## src/hdl/sfh_params.svh

```systemverilog
/*
 fault handler constants: register offsets, field positions, status
 codes, clock rate and timing. assumes a 25 MHz single clock.
*/
`ifndef SFH_PARAMS_SVH
`define SFH_PARAMS_SVH

`define SFH_CLK_HZ          25000000
// register byte offsets on the avalon slave
`define SFH_OFF_CTRL        4'h0
`define SFH_OFF_STATE       4'h4
`define SFH_OFF_IRQ_STAT    4'h8
`define SFH_OFF_IRQ_MASK    4'hc
// ctrl fields
`define SFH_CTRL_PDC_EN     0
`define SFH_CTRL_TRIG       1
`define SFH_CTRL_LOCK       2
`define SFH_CTRL_SW_EN      3
// interrupt / status event bits
`define SFH_EV_RST          0
`define SFH_EV_FAC          1
`define SFH_EV_USR          2
`define SFH_EV_REG          3
`define SFH_EV_UV           4
`define SFH_EV_W            5
// periodic-mode status codes
`define SFH_CODE_OK         4'h0
`define SFH_CODE_FAC        4'h2
`define SFH_CODE_USR        4'h3
`define SFH_CODE_REG        4'h4
`define SFH_CODE_ST         4'h8
// timing, in microseconds and in clock cycles
`define SFH_BS_OFF_US       10
`define SFH_CAP_RETRY_US    1000
`define SFH_BS_OFF_CYC      ((`SFH_BS_OFF_US * 25) > 1 ? (`SFH_BS_OFF_US * 25) : 1)
`define SFH_CAP_RETRY_CYC   (`SFH_CAP_RETRY_US * 25)

`endif

```

## src/hdl/sfh_pkg.sv

```systemverilog
/*
 types for the sensor fault handler. assumes sfh_params.svh alongside.
*/
package sfh_pkg;
    typedef enum logic [1:0] {
        RUN,
        HOLD_UV,
        HOLD_CAP
    } state_type;
endpackage

```

## src/hdl/sfh_sync3.sv

```systemverilog
/*
 three-flop input synchroniser with agreement filter.
 assumes async single-bit inputs and one clock.
*/
`timescale 1ns/1ps
`default_nettype none
module sfh_sync3 (
    input  wire logic clk,
    input  wire logic rst,
    input  wire logic din,
    output var  logic dout
);
    logic s1_q;
    logic s2_q;
    logic s3_q;

    always_ff @(posedge clk) begin
        if (rst) begin
            s1_q <= 1'b0;
            s2_q <= 1'b0;
            s3_q <= 1'b0;
        end else begin
            s1_q <= din;
            s2_q <= s1_q;
            s3_q <= s2_q;
        end
    end

    // a change counts only once stages two and three agree
    always_ff @(posedge clk) begin
        if (rst) begin
            dout <= 1'b0;
        end else if (s2_q == s3_q) begin
            dout <= s3_q;
        end
    end
endmodule
`default_nettype wire

```

## src/hdl/sfh_top.sv

```systemverilog
/*
 sensor fault and exception handler: reset holding on supply faults,
 bus switch release, capacitor retry, status code and self-check gating.
 assumes analog fault inputs are asynchronous and an avalon-mm master.
*/
// What this block does
// - regulator undervoltage holds reset, no answers
// - reset fault turns bus switch off quickly
// - capacitor fault retries reset each period
// - factory memory crc gives code 0010
// - locked user memory crc gives 0011
// - register crc in periodic mode gives 0100
// - init trigger enables self-check, clears flag
// - trigger during periodic mode is ignored
// - periodic without self-check reports code 1000
// - init before self-check answers normally
// - power-on sets unfinished flag, code 1000
// - bus or buffer undervolt flags, no current
`timescale 1ns/1ps
`default_nettype none
`include "sfh_params.svh"
module sfh_top (
    input  wire logic        clk,
    input  wire logic        rst,
    input  wire logic [3:0]  avs_address,
    input  wire logic        avs_read,
    input  wire logic        avs_write,
    input  wire logic [31:0] avs_writedata,
    output var  logic [31:0] avs_readdata,
    output logic             avs_waitrequest,
    input  wire logic        analog_regulator_uv,
    input  wire logic        cap_test_fail,
    input  wire logic        bus_input_uv,
    input  wire logic        buffer_uv,
    input  wire logic        factory_crc_err,
    input  wire logic        user_crc_err,
    input  wire logic        reg_crc_err,
    output var  logic        device_reset_hold,
    output logic             respond_enable,
    output logic             response_current_enable,
    output var  logic        downstream_bus_switch,
    output var  logic        self_check_enable,
    output var  logic        self_check_unfinished,
    output var  logic        accel_self_check_data,
    output var  logic        periodic_error_response,
    output var  logic [3:0]  periodic_status,
    output var  logic        bus_input_undervolt_flag,
    output var  logic        buffer_undervolt_flag,
    output logic             irq
);
    import sfh_pkg::*;

    localparam int BS_OFF_CYC = `SFH_BS_OFF_CYC;
    localparam int CAP_CYC    = `SFH_CAP_RETRY_CYC;

    logic       reg_uv_s;
    logic       cap_s;
    logic       busi_s;
    logic       buf_s;
    logic       fac_s;
    logic       usr_s;
    logic       rcrc_s;
    state_type  state_q;
    logic [14:0] cap_cnt_q;
    logic [8:0]  off_cnt_q;
    logic       pdc_en_q;
    logic       lock_q;
    logic       sw_req_q;
    logic       trig;
    logic [5:0] stat_q;
    logic [5:0] mask_q;
    logic [5:0] ev;
    logic       hold;
    logic       hold_q;
    logic [3:0] code_d;
    logic       rd_pend_q;

    sfh_sync3 u_s0 (.clk(clk), .rst(rst), .din(analog_regulator_uv),
                    .dout(reg_uv_s));
    sfh_sync3 u_s1 (.clk(clk), .rst(rst), .din(cap_test_fail),
                    .dout(cap_s));
    sfh_sync3 u_s2 (.clk(clk), .rst(rst), .din(bus_input_uv),
                    .dout(busi_s));
    sfh_sync3 u_s3 (.clk(clk), .rst(rst), .din(buffer_uv),
                    .dout(buf_s));
    sfh_sync3 u_s4 (.clk(clk), .rst(rst), .din(factory_crc_err),
                    .dout(fac_s));
    sfh_sync3 u_s5 (.clk(clk), .rst(rst), .din(user_crc_err),
                    .dout(usr_s));
    sfh_sync3 u_s6 (.clk(clk), .rst(rst), .din(reg_crc_err),
                    .dout(rcrc_s));

    // fault state machine; undervoltage outranks the capacitor test
    always_ff @(posedge clk) begin
        if (rst) begin
            state_q   <= RUN;
            cap_cnt_q <= 15'h0000;
        end else begin
            unique case (state_q)
                RUN: begin
                    cap_cnt_q <= 15'h0000;
                    if (reg_uv_s) begin
                        state_q <= HOLD_UV;
                    end else if (cap_s) begin
                        state_q <= HOLD_CAP;
                    end
                end
                HOLD_UV: begin
                    if (!reg_uv_s) begin
                        state_q <= RUN;
                    end
                end
                HOLD_CAP: begin
                    // fault looked at once per period; reset held meanwhile
                    if (reg_uv_s) begin
                        state_q <= HOLD_UV;
                    end else if (cap_cnt_q == 15'(CAP_CYC - 1)) begin
                        cap_cnt_q <= 15'h0000;
                        if (!cap_s) begin
                            state_q <= RUN;
                        end
                    end else begin
                        cap_cnt_q <= cap_cnt_q + 15'h0001;
                    end
                end
            endcase
        end
    end

    assign hold = (state_q != RUN);

    always_ff @(posedge clk) begin
        if (rst) begin
            device_reset_hold <= 1'b0;
            hold_q            <= 1'b0;
        end else begin
            device_reset_hold <= hold;
            hold_q            <= hold;
        end
    end

    // no answers while held; undervolts only silence the current
    assign respond_enable = !hold;
    assign response_current_enable = !hold && !busi_s && !buf_s;

    // switch released well inside the off time (one cycle after hold)
    always_ff @(posedge clk) begin
        if (rst) begin
            downstream_bus_switch <= 1'b0;
            off_cnt_q             <= 9'h000;
        end else if (hold) begin
            downstream_bus_switch <= 1'b0;
            // times the hold so the off deadline can be checked
            if (off_cnt_q != 9'(BS_OFF_CYC)) begin
                off_cnt_q <= off_cnt_q + 9'h001;
            end
        end else begin
            downstream_bus_switch <= sw_req_q;
            off_cnt_q             <= 9'h000;
        end
    end

    always_ff @(posedge clk) begin
        if (rst) begin
            bus_input_undervolt_flag <= 1'b0;
            buffer_undervolt_flag    <= 1'b0;
        end else begin
            bus_input_undervolt_flag <= busi_s;
            buffer_undervolt_flag    <= buf_s;
        end
    end

    // control register; a device reset wipes configuration too
    assign trig = avs_write && !avs_waitrequest
                  && avs_address == `SFH_OFF_CTRL
                  && avs_writedata[`SFH_CTRL_TRIG];

    always_ff @(posedge clk) begin
        if (rst || hold) begin
            pdc_en_q <= 1'b0;
            lock_q   <= 1'b0;
            sw_req_q <= 1'b0;
        end else if (avs_write && !avs_waitrequest
                     && avs_address == `SFH_OFF_CTRL) begin
            pdc_en_q <= avs_writedata[`SFH_CTRL_PDC_EN];
            lock_q   <= avs_writedata[`SFH_CTRL_LOCK];
            sw_req_q <= avs_writedata[`SFH_CTRL_SW_EN];
        end
    end

    // self-check is accepted only in initialization
    always_ff @(posedge clk) begin
        if (rst || hold) begin
            self_check_enable     <= 1'b0;
            self_check_unfinished <= 1'b1;
            accel_self_check_data <= 1'b0;
        end else if (trig && !pdc_en_q) begin
            self_check_enable     <= 1'b1;
            self_check_unfinished <= 1'b0;
            accel_self_check_data <= 1'b1;
        end
        // trigger with periodic mode on leaves all unchanged
    end

    // single code, fixed priority; self-check code shows at power-on
    always_comb begin
        if (fac_s) begin
            code_d = `SFH_CODE_FAC;
        end else if (usr_s && lock_q) begin
            code_d = `SFH_CODE_USR;
        end else if (rcrc_s && pdc_en_q) begin
            code_d = `SFH_CODE_REG;
        end else if (self_check_unfinished) begin
            code_d = `SFH_CODE_ST;
        end else begin
            code_d = `SFH_CODE_OK;
        end
    end

    always_ff @(posedge clk) begin
        if (rst) begin
            periodic_status         <= `SFH_CODE_ST;
            periodic_error_response <= 1'b0;
        end else begin
            periodic_status <= code_d;
            // accel stays normal when only self-check is unfinished
            periodic_error_response <= code_d == `SFH_CODE_FAC
                || code_d == `SFH_CODE_USR
                || code_d == `SFH_CODE_REG;
        end
    end

    // interrupt events; set beats a write-one clear
    assign ev = {1'b0, busi_s | buf_s, rcrc_s & pdc_en_q,
                 usr_s & lock_q, fac_s, hold & !hold_q};

    always_ff @(posedge clk) begin
        if (rst) begin
            stat_q <= 6'h00;
        end else if (avs_write && !avs_waitrequest
                     && avs_address == `SFH_OFF_IRQ_STAT) begin
            stat_q <= (stat_q & ~avs_writedata[5:0]) | ev;
        end else begin
            stat_q <= stat_q | ev;
        end
    end

    always_ff @(posedge clk) begin
        if (rst) begin
            mask_q <= 6'h00;
        end else if (avs_write && !avs_waitrequest
                     && avs_address == `SFH_OFF_IRQ_MASK) begin
            mask_q <= avs_writedata[5:0];
        end
    end

    assign irq = |(stat_q & mask_q);

    // reads take one wait cycle, writes none
    assign avs_waitrequest = avs_read && !rd_pend_q;

    always_ff @(posedge clk) begin
        if (rst) begin
            rd_pend_q    <= 1'b0;
            avs_readdata <= 32'h0000_0000;
        end else begin
            rd_pend_q <= avs_read && !rd_pend_q;
            if (avs_read && !rd_pend_q) begin
                unique case (avs_address)
                    `SFH_OFF_CTRL:
                        avs_readdata <= {28'h0000000, sw_req_q, lock_q,
                                         1'b0, pdc_en_q};
                    `SFH_OFF_STATE:
                        avs_readdata <= {20'h00000, periodic_status,
                                         2'h0, bus_input_undervolt_flag,
                                         buffer_undervolt_flag,
                                         self_check_enable,
                                         self_check_unfinished,
                                         downstream_bus_switch,
                                         device_reset_hold};
                    `SFH_OFF_IRQ_STAT:
                        avs_readdata <= {26'h0, stat_q};
                    `SFH_OFF_IRQ_MASK:
                        avs_readdata <= {26'h0, mask_q};
                    default:
                        avs_readdata <= 32'h0000_0000;
                endcase
            end
        end
    end

    a_uv_holds: assert property (@(posedge clk) disable iff (rst)
        reg_uv_s |=> hold)
        else $error("undervolt did not hold reset");
    a_no_answer: assert property (@(posedge clk) disable iff (rst)
        reg_uv_s |=> !respond_enable)
        else $error("answered while held");
    a_switch_off: assert property (@(posedge clk) disable iff (rst)
        hold |-> ##[1:2] !downstream_bus_switch)
        else $error("bus switch not released");
    a_switch_late: assert property (@(posedge clk) disable iff (rst)
        off_cnt_q == 9'(BS_OFF_CYC) |-> !downstream_bus_switch)
        else $error("bus switch past its off time");
    a_cap_retry: assert property (@(posedge clk) disable iff (rst)
        (state_q == HOLD_CAP && !reg_uv_s
         && cap_cnt_q != 15'(CAP_CYC - 1))
        |=> state_q == HOLD_CAP)
        else $error("capacitor hold left early");
    a_fac_code: assert property (@(posedge clk) disable iff (rst)
        fac_s |=> periodic_status == 4'h2 && periodic_error_response)
        else $error("factory code wrong");
    a_usr_code: assert property (@(posedge clk) disable iff (rst)
        (!fac_s && usr_s && lock_q) |=> periodic_status == 4'h3)
        else $error("user code wrong");
    a_reg_code: assert property (@(posedge clk) disable iff (rst)
        (!fac_s && !(usr_s && lock_q) && rcrc_s && pdc_en_q)
        |=> periodic_status == 4'h4)
        else $error("register code wrong");
    a_trig_ignored: assert property (@(posedge clk) disable iff (rst)
        (trig && pdc_en_q && self_check_unfinished && !hold)
        |=> self_check_unfinished)
        else $error("trigger not ignored");
    a_trig_taken: assert property (@(posedge clk) disable iff (rst)
        (trig && !pdc_en_q && !hold) |=> !self_check_unfinished
        && self_check_enable)
        else $error("trigger not taken");
    a_st_code: assert property (@(posedge clk) disable iff (rst)
        (!fac_s && !usr_s && !rcrc_s && self_check_unfinished)
        |=> periodic_status == 4'h8 && !periodic_error_response)
        else $error("self-check code wrong");
    a_uv_current: assert property (@(posedge clk) disable iff (rst)
        busi_s |-> !response_current_enable ##1 bus_input_undervolt_flag)
        else $error("current with undervolt");

    c_cap_cycle: cover property (@(posedge clk) disable iff (rst)
        state_q == HOLD_CAP ##1 state_q == RUN);
    c_uv_hold: cover property (@(posedge clk) disable iff (rst)
        state_q == HOLD_UV);
    c_selfcheck: cover property (@(posedge clk) disable iff (rst)
        trig && !pdc_en_q);
    c_irq: cover property (@(posedge clk) disable iff (rst) irq);
endmodule
`default_nettype wire

```

## config.mk

```make
export PLATFORM = sky130hd
export DESIGN_NAME = sfh_top
export DESIGN_NICKNAME = d
export VERILOG_FILES = /design/src/hdl/sfh_pkg.sv /design/src/hdl/sfh_sync3.sv /design/src/hdl/sfh_top.sv
export VERILOG_INCLUDE_DIRS = /design/src /design/src/hdl
export SDC_FILE = /design/constraint.sdc
export NUM_CORES = 1
export LEC_CHECK = 0
export ABC_CLOCK_PERIOD_IN_PS = 5700
export BUFFER_PORTS_ARGS = -buffer_cell sky130_fd_sc_hd__buf_2
export CAP_MARGIN = 40
export CORE_UTILIZATION = 35
export DETAILED_ROUTE_END_ITERATION = 12
export GPL_ROUTABILITY_DRIVEN = 1
export PLACE_DENSITY = 0.63
export SLEW_MARGIN = 20
export SYNTH_ARGS = -nofsm -noshare
export SYNTH_HDL_FRONTEND = slang
export SYNTH_HIERARCHICAL = 1
export SYNTH_SLANG_ARGS = --single-unit
```

## constraint.sdc

```tcl
create_clock -name clk -period 5.7 [get_ports clk]
set_clock_uncertainty 0.15 [all_clocks]
set_input_delay 0.285 -clock clk [delete_from_list [all_inputs] [get_ports clk]]
set_output_delay 0.285 -clock clk [all_outputs]
set_load 0.05 [all_outputs]
```

[Word level (Yosys, flattened, before mapping)]
Index checks and enable logic that the tools add are counted.
Storage, ports and cells
  flip-flop bits (word level): 104
  input bits: 47
  output and inout bits: 48
  logic and storage cells: 121
Operators by class
  $add $sub $neg: 1
  equal/unequal tests: 21
  muxes and demuxes: 16
  bitwise operators: 9
  reductions and logical operators: 29
Operators by type and width (count)
  12-bit case mux with 4 select lines: 1
  15-bit two-way mux: 2
  15-bit case mux with 2 select lines: 1
  4-bit two-way mux: 4
  15-bit by 1-bit adder with 15-bit output (second input constant): 1
  15-bit == test (second input constant): 1
  6-bit bitwise AND: 2
  2-bit two-way mux: 6
  6-bit by 5-bit bitwise OR with 6-bit output: 2
  1-bit logical AND: 11
  4-bit by 2-bit == test with 1-bit output (second input constant): 2
  4-bit by 3-bit == test with 1-bit output (second input constant): 2
  4-bit == test (second input constant): 2
  1-bit == test: 7
  1-bit logical NOT: 7
  6-bit two-way mux: 1
  6-bit inverter: 1
  2-bit case mux with 3 select lines: 1
  6-bit OR reduction: 1
  4-bit logical NOT: 1
  2-bit inequality test (second input constant): 2
  4-bit AND reduction: 1
  2-bit nonzero test: 2
  1-bit bitwise AND: 3
  10 further kinds: 12

[Depth between registers and ports, before layout]
  word-level depth: 7
  mapped depth: 7
  gate-level depth less buffers: 6

[Modules after synthesis]
Netlist, hierarchy kept.
Modules (own cells, without submodules)
  sfh_top: instances 1, cells an instance 300, area each 2671.3 um^2, sequential area each 1081.0 um^2
  sfh_sync3: instances 7, cells an instance 10, area each 112.6 um^2, sequential area each 80.1 um^2

[Worst setup path before layout]
No wires, ideal clock.
  path type: register -> register
  start point: reg cap_cnt_q[0]
  end point: reg state_q[1]
  library setup time: 0.121 ns
  arrival time: 2.282 ns
  data required time: 5.429 ns
  setup slack: 3.147 ns
  cell stages (with the launch flop): 7
  path buffers: 1
  period minus slack after synthesis: 2.553 ns
  cell sequence: dfxtp_1 ha_1 or4bb_2 o41a_1 buf_6 a2111oi_4 mux2_4
Between the ends
  word-level cells in the longest chain between the ends: 3
RTL lines
  from (decl): line sfh_top.sv:64  | logic [14:0] cap_cnt_q;
  from (signal assigned): line sfh_top.sv:123  | cap_cnt_q <= cap_cnt_q + 15'h0001;
  15-bit == test: line sfh_top.sv:117  | end else if (cap_cnt_q == 15'(CAP_CYC - 1)) begin
  3-bit by 2-bit inequality test with 1-bit output (no source line)
  4-bit AND reduction (no source line)
  to (signal assigned): line sfh_top.sv:110  | state_q <= RUN;
  to (signal assigned): line sfh_top.sv:116  | state_q <= HOLD_UV;
  to (signal assigned): line sfh_top.sv:120  | state_q <= RUN;
  to (decl): line sfh_top.sv:63  | state_type state_q;
No other way between the ends.
A chain may end at the register's enable or synchronous reset.

[Worst setup path after layout]
Same ends and word-level chain as after synthesis.

==> flow_metrics.env <==
export IMPL_dr_max_layer_used="met5"
export IMPL_async_reset_ff_share_pct=0
export IMPL_ant_nets=0
export IMPL_nets=473
export IMPL_final_common_cell="dfxtp_1"
export IMPL_grt_usage_pct=14.7
export IMPL_p_sw_w=0.000333
export IMPL_status="finished, final reports clean"
export IMPL_hold_viol=0
export IMPL_finalSetupTns_ns=0
export IMPL_setup_violations_final=0
export IMPL_grt_pass1_vias=2504
export IMPL_cts_tree="done"
export IMPL_postPlaceCellArea_um2=3720
export IMPL_avgSynthCellArea_um2=9.35
export IMPL_p_total_w=0.00124
export IMPL_place_inst=532
export IMPL_switching_share_pct=26.8
export IMPL_p_leak_nw=1.52
export IMPL_dp_final_hpwl_um=4770
export IMPL_route_detailed_drc=0
export IMPL_die_y_um=101
export IMPL_max_freq_mhz=360
export IMPL_layout_common_cells="dfxtp_1 (82), buf_2 (46), nor2_1 (32)"
export IMPL_wl_met1_um=3320
export IMPL_finalWeightedCongestion=0.801
export IMPL_slew_headroom_pct=47.1
export IMPL_numCtsBuffers=9
export IMPL_worstSetupPathType="flop to flop"
export IMPL_worstHoldPathType="input port to flop"
export IMPL_core_area_um2=9420
export IMPL_intPower_w=0.000912
export IMPL_wl_um=7040
export IMPL_route_vias_total=2728
export IMPL_cts_setup_buffers=0
export IMPL_required_ns=5.80
export IMPL_boundaryPins=95
export IMPL_wl_met3_um=296
export IMPL_syn_to_final_growth_pct=16.5
export IMPL_critPathLaunchType="flop"
export IMPL_power_density_nw_per_um2=309
export IMPL_drv_slew=0
export IMPL_final_cell_area_um2=4030
export IMPL_synth_edf_count=0
export IMPL_ir_worst_vdd_v=0.000152
export IMPL_period_share_pct=48.8
export IMPL_clkPwrFrac_pct=39.1
export IMPL_synthFlopType="dfxtp_1"
export IMPL_clkSlewWorstSetupHoldPaths_ns=0.08
export IMPL_antennaDiodeCount=0
export IMPL_drt_vias_per_instance=4.91
export IMPL_wire_per_inst_um=12.7
export IMPL_ctsHtreeMaxLevel=3
export IMPL_fp_dieW_um=101
export IMPL_rows=35
export IMPL_cts_root_buf="clkbuf_8"
export IMPL_overflow=0
export IMPL_portBuffers=46
export IMPL_min_period_ns=2.78
export IMPL_ys_types=53
export IMPL_max_cap_violations=0
export IMPL_synth_cells=370
export IMPL_grt_max_degree=80
export IMPL_wl_met2_um=3270
export IMPL_antenna_found_initial=1
export IMPL_rsz0062_at_grt="no"
export IMPL_crit_fanout=10
export IMPL_die_area_um2=10300
export IMPL_pwr_share_seq_pct=47.6
export IMPL_insertion_delay_ns=0.36
export IMPL_initial_core_util_pct=36.7
export IMPL_critPathArrivalTime_ns=2.88
export IMPL_synth_warnings=6
export IMPL_grt_pass1_wl_um=11700
export IMPL_netlist_area_um2=3460
export IMPL_tightestPinTransition_ns=0.793
export IMPL_end_kind="flop"
export IMPL_synth_yosys_seq_area_share_pct=47.5
export IMPL_cts_sinks=82
export IMPL_cts_buffer_depth=2
export IMPL_combPwrFrac_pct=13.3
export IMPL_drive_above_1_share_pct=18.7
export IMPL_first_iter_violations=116
export IMPL_synth_seq_cells=82
export IMPL_layout_cells_non_filler=556
export IMPL_drt_first_pass_iters=4
==> kinds of logic after synthesis <==
kind of cell,Yosys count,share of synthesized area [%]
and+or+nand+nor,139,22.1
buffers and inverters,53,8.57
AOI/OAI and AO/OA,74,14.1
muxes,16,5.97
DFF,82,47.5
other,1,0.108
xor gates and xnor gates,1,0.253
adders and majority gates,4,1.45
==> worst max-delay path: stages, from the launching register on <==
cell       delay (ns)
dfxtp_1          0.37
ha_1             0.21
or4bb_2          0.64
o41a_1           0.53
a2111oi_4        0.45
mux2_4           0.33
==> path summary, 6_finish.rpt <==
path	cells past startpoint	to	slack [ns]	start
max	5	state_q[1]$_SDFFE_PP0P_	2.92	cap_cnt_q[0]$_SDFFE_PP0P_
min	3	mask_q[5]$_SDFFE_PP0P_	0.03	avs_writedata[5]
max reg2reg	5	state_q[1]$_SDFFE_PP0P_	2.92	cap_cnt_q[0]$_SDFFE_PP0P_
min reg2reg	1	u_s6/s2_q$_SDFF_PP0_	0.29	u_s6/s1_q$_SDFF_PP0_
==> power by group through the flow <==
stage	Clock [W]	Combinational, W	Sequential, W
2_1_floorplan	0	0.000133	0.000609
3_3_place_gp	0	0.000157	0.000605
3_5_place_dp	0	0.000161	0.000606
4_1_cts	0.000504	0.000165	0.000593
5_1_grt	0.000525	0.000179	0.000594
6_report	0.000487	0.000165	0.000593
==> state kept, by name, indices dropped and copies added, names as in the netlist, 2 cells and up <==
signal	count
periodic_status	4
state_q	2
avs_readdata	10
mask_q	6
stat_q	6
cap_cnt_q	15
==> repair_timing <==
item / in CTS / in global routing
hold buffers: 7 / 0
resized for setup: 0 / 0
endpoints found under the hold margin: 7 / 0
==> metrics by stage <==
stage | worst slack, ns | util [%] | hold slack [ns]
final | 2.92 | 42.8 | 0.0348
after global routing | 2.82 | 42.8 | 0.0315
after CTS | 2.93 | 42.7 | 0.0215
after detailed placement | 2.94 | 39.5 | 0.276
after global placement | 2.96 | 39.4 | 0.270
after floorplan | 3.15 | - | 0.204
==> area by class of cell <==
type / instances / area, um2
Clock inverter: 4 / 72.6
Clock buffer: 12 / 165
Tap cell: 129 / 161
Timing Repair Buffer: 57 / 324
Inverter: 16 / 60.1
Multi-Input combinational cell: 256 / 1600
Sequential cell: 82 / 1640
Fill cell: 948 / 5390
==> Yosys cell counts (2+ instances only) <==
cell type | count | area share [%]
nor4b_1 | 2 | 0.51
nand2_1 | 24 | 2.6
o211ai_1 | 2 | 0.43
a22oi_1 | 13 | 2.8
o21ai_1 | 7 | 1.0
o31a_1 | 3 | 0.76
mux2_2 | 3 | 0.98
nand3b_1 | 2 | 0.43
buf_4 | 24 | 5.2
a31oi_1 | 8 | 1.4
nand2b_1 | 2 | 0.36
nor2b_1 | 27 | 4.9
a21oi_1 | 23 | 3.3
nor2_1 | 32 | 3.5
inv_1 | 15 | 1.6
nor3_1 | 3 | 0.43
clkbuf_1 | 11 | 1.2
a22o_1 | 3 | 0.76
or3_1 | 4 | 0.72
mux4_2 | 3 | 2.0
nor4_1 | 5 | 0.90
nand3_1 | 11 | 1.6
o41ai_1 | 2 | 0.51
nand4_1 | 7 | 1.3
or2_2 | 2 | 0.36
o21ai_0 | 7 | 1.0
ha_1 | 4 | 1.4
mux2i_1 | 9 | 2.6
dfxtp_1 | 82 | 47
and3b_1 | 2 | 0.51
or4_1 | 6 | 1.3
==> routing by layer <==
metal,global-route usage (%),vias to the layer above
met2,23.3,66
li1,-,1377
met1,18.1,1270
met5,0,-
met4,8.81,2
met3,3.45,13
(Power assumes the default switching activity.)
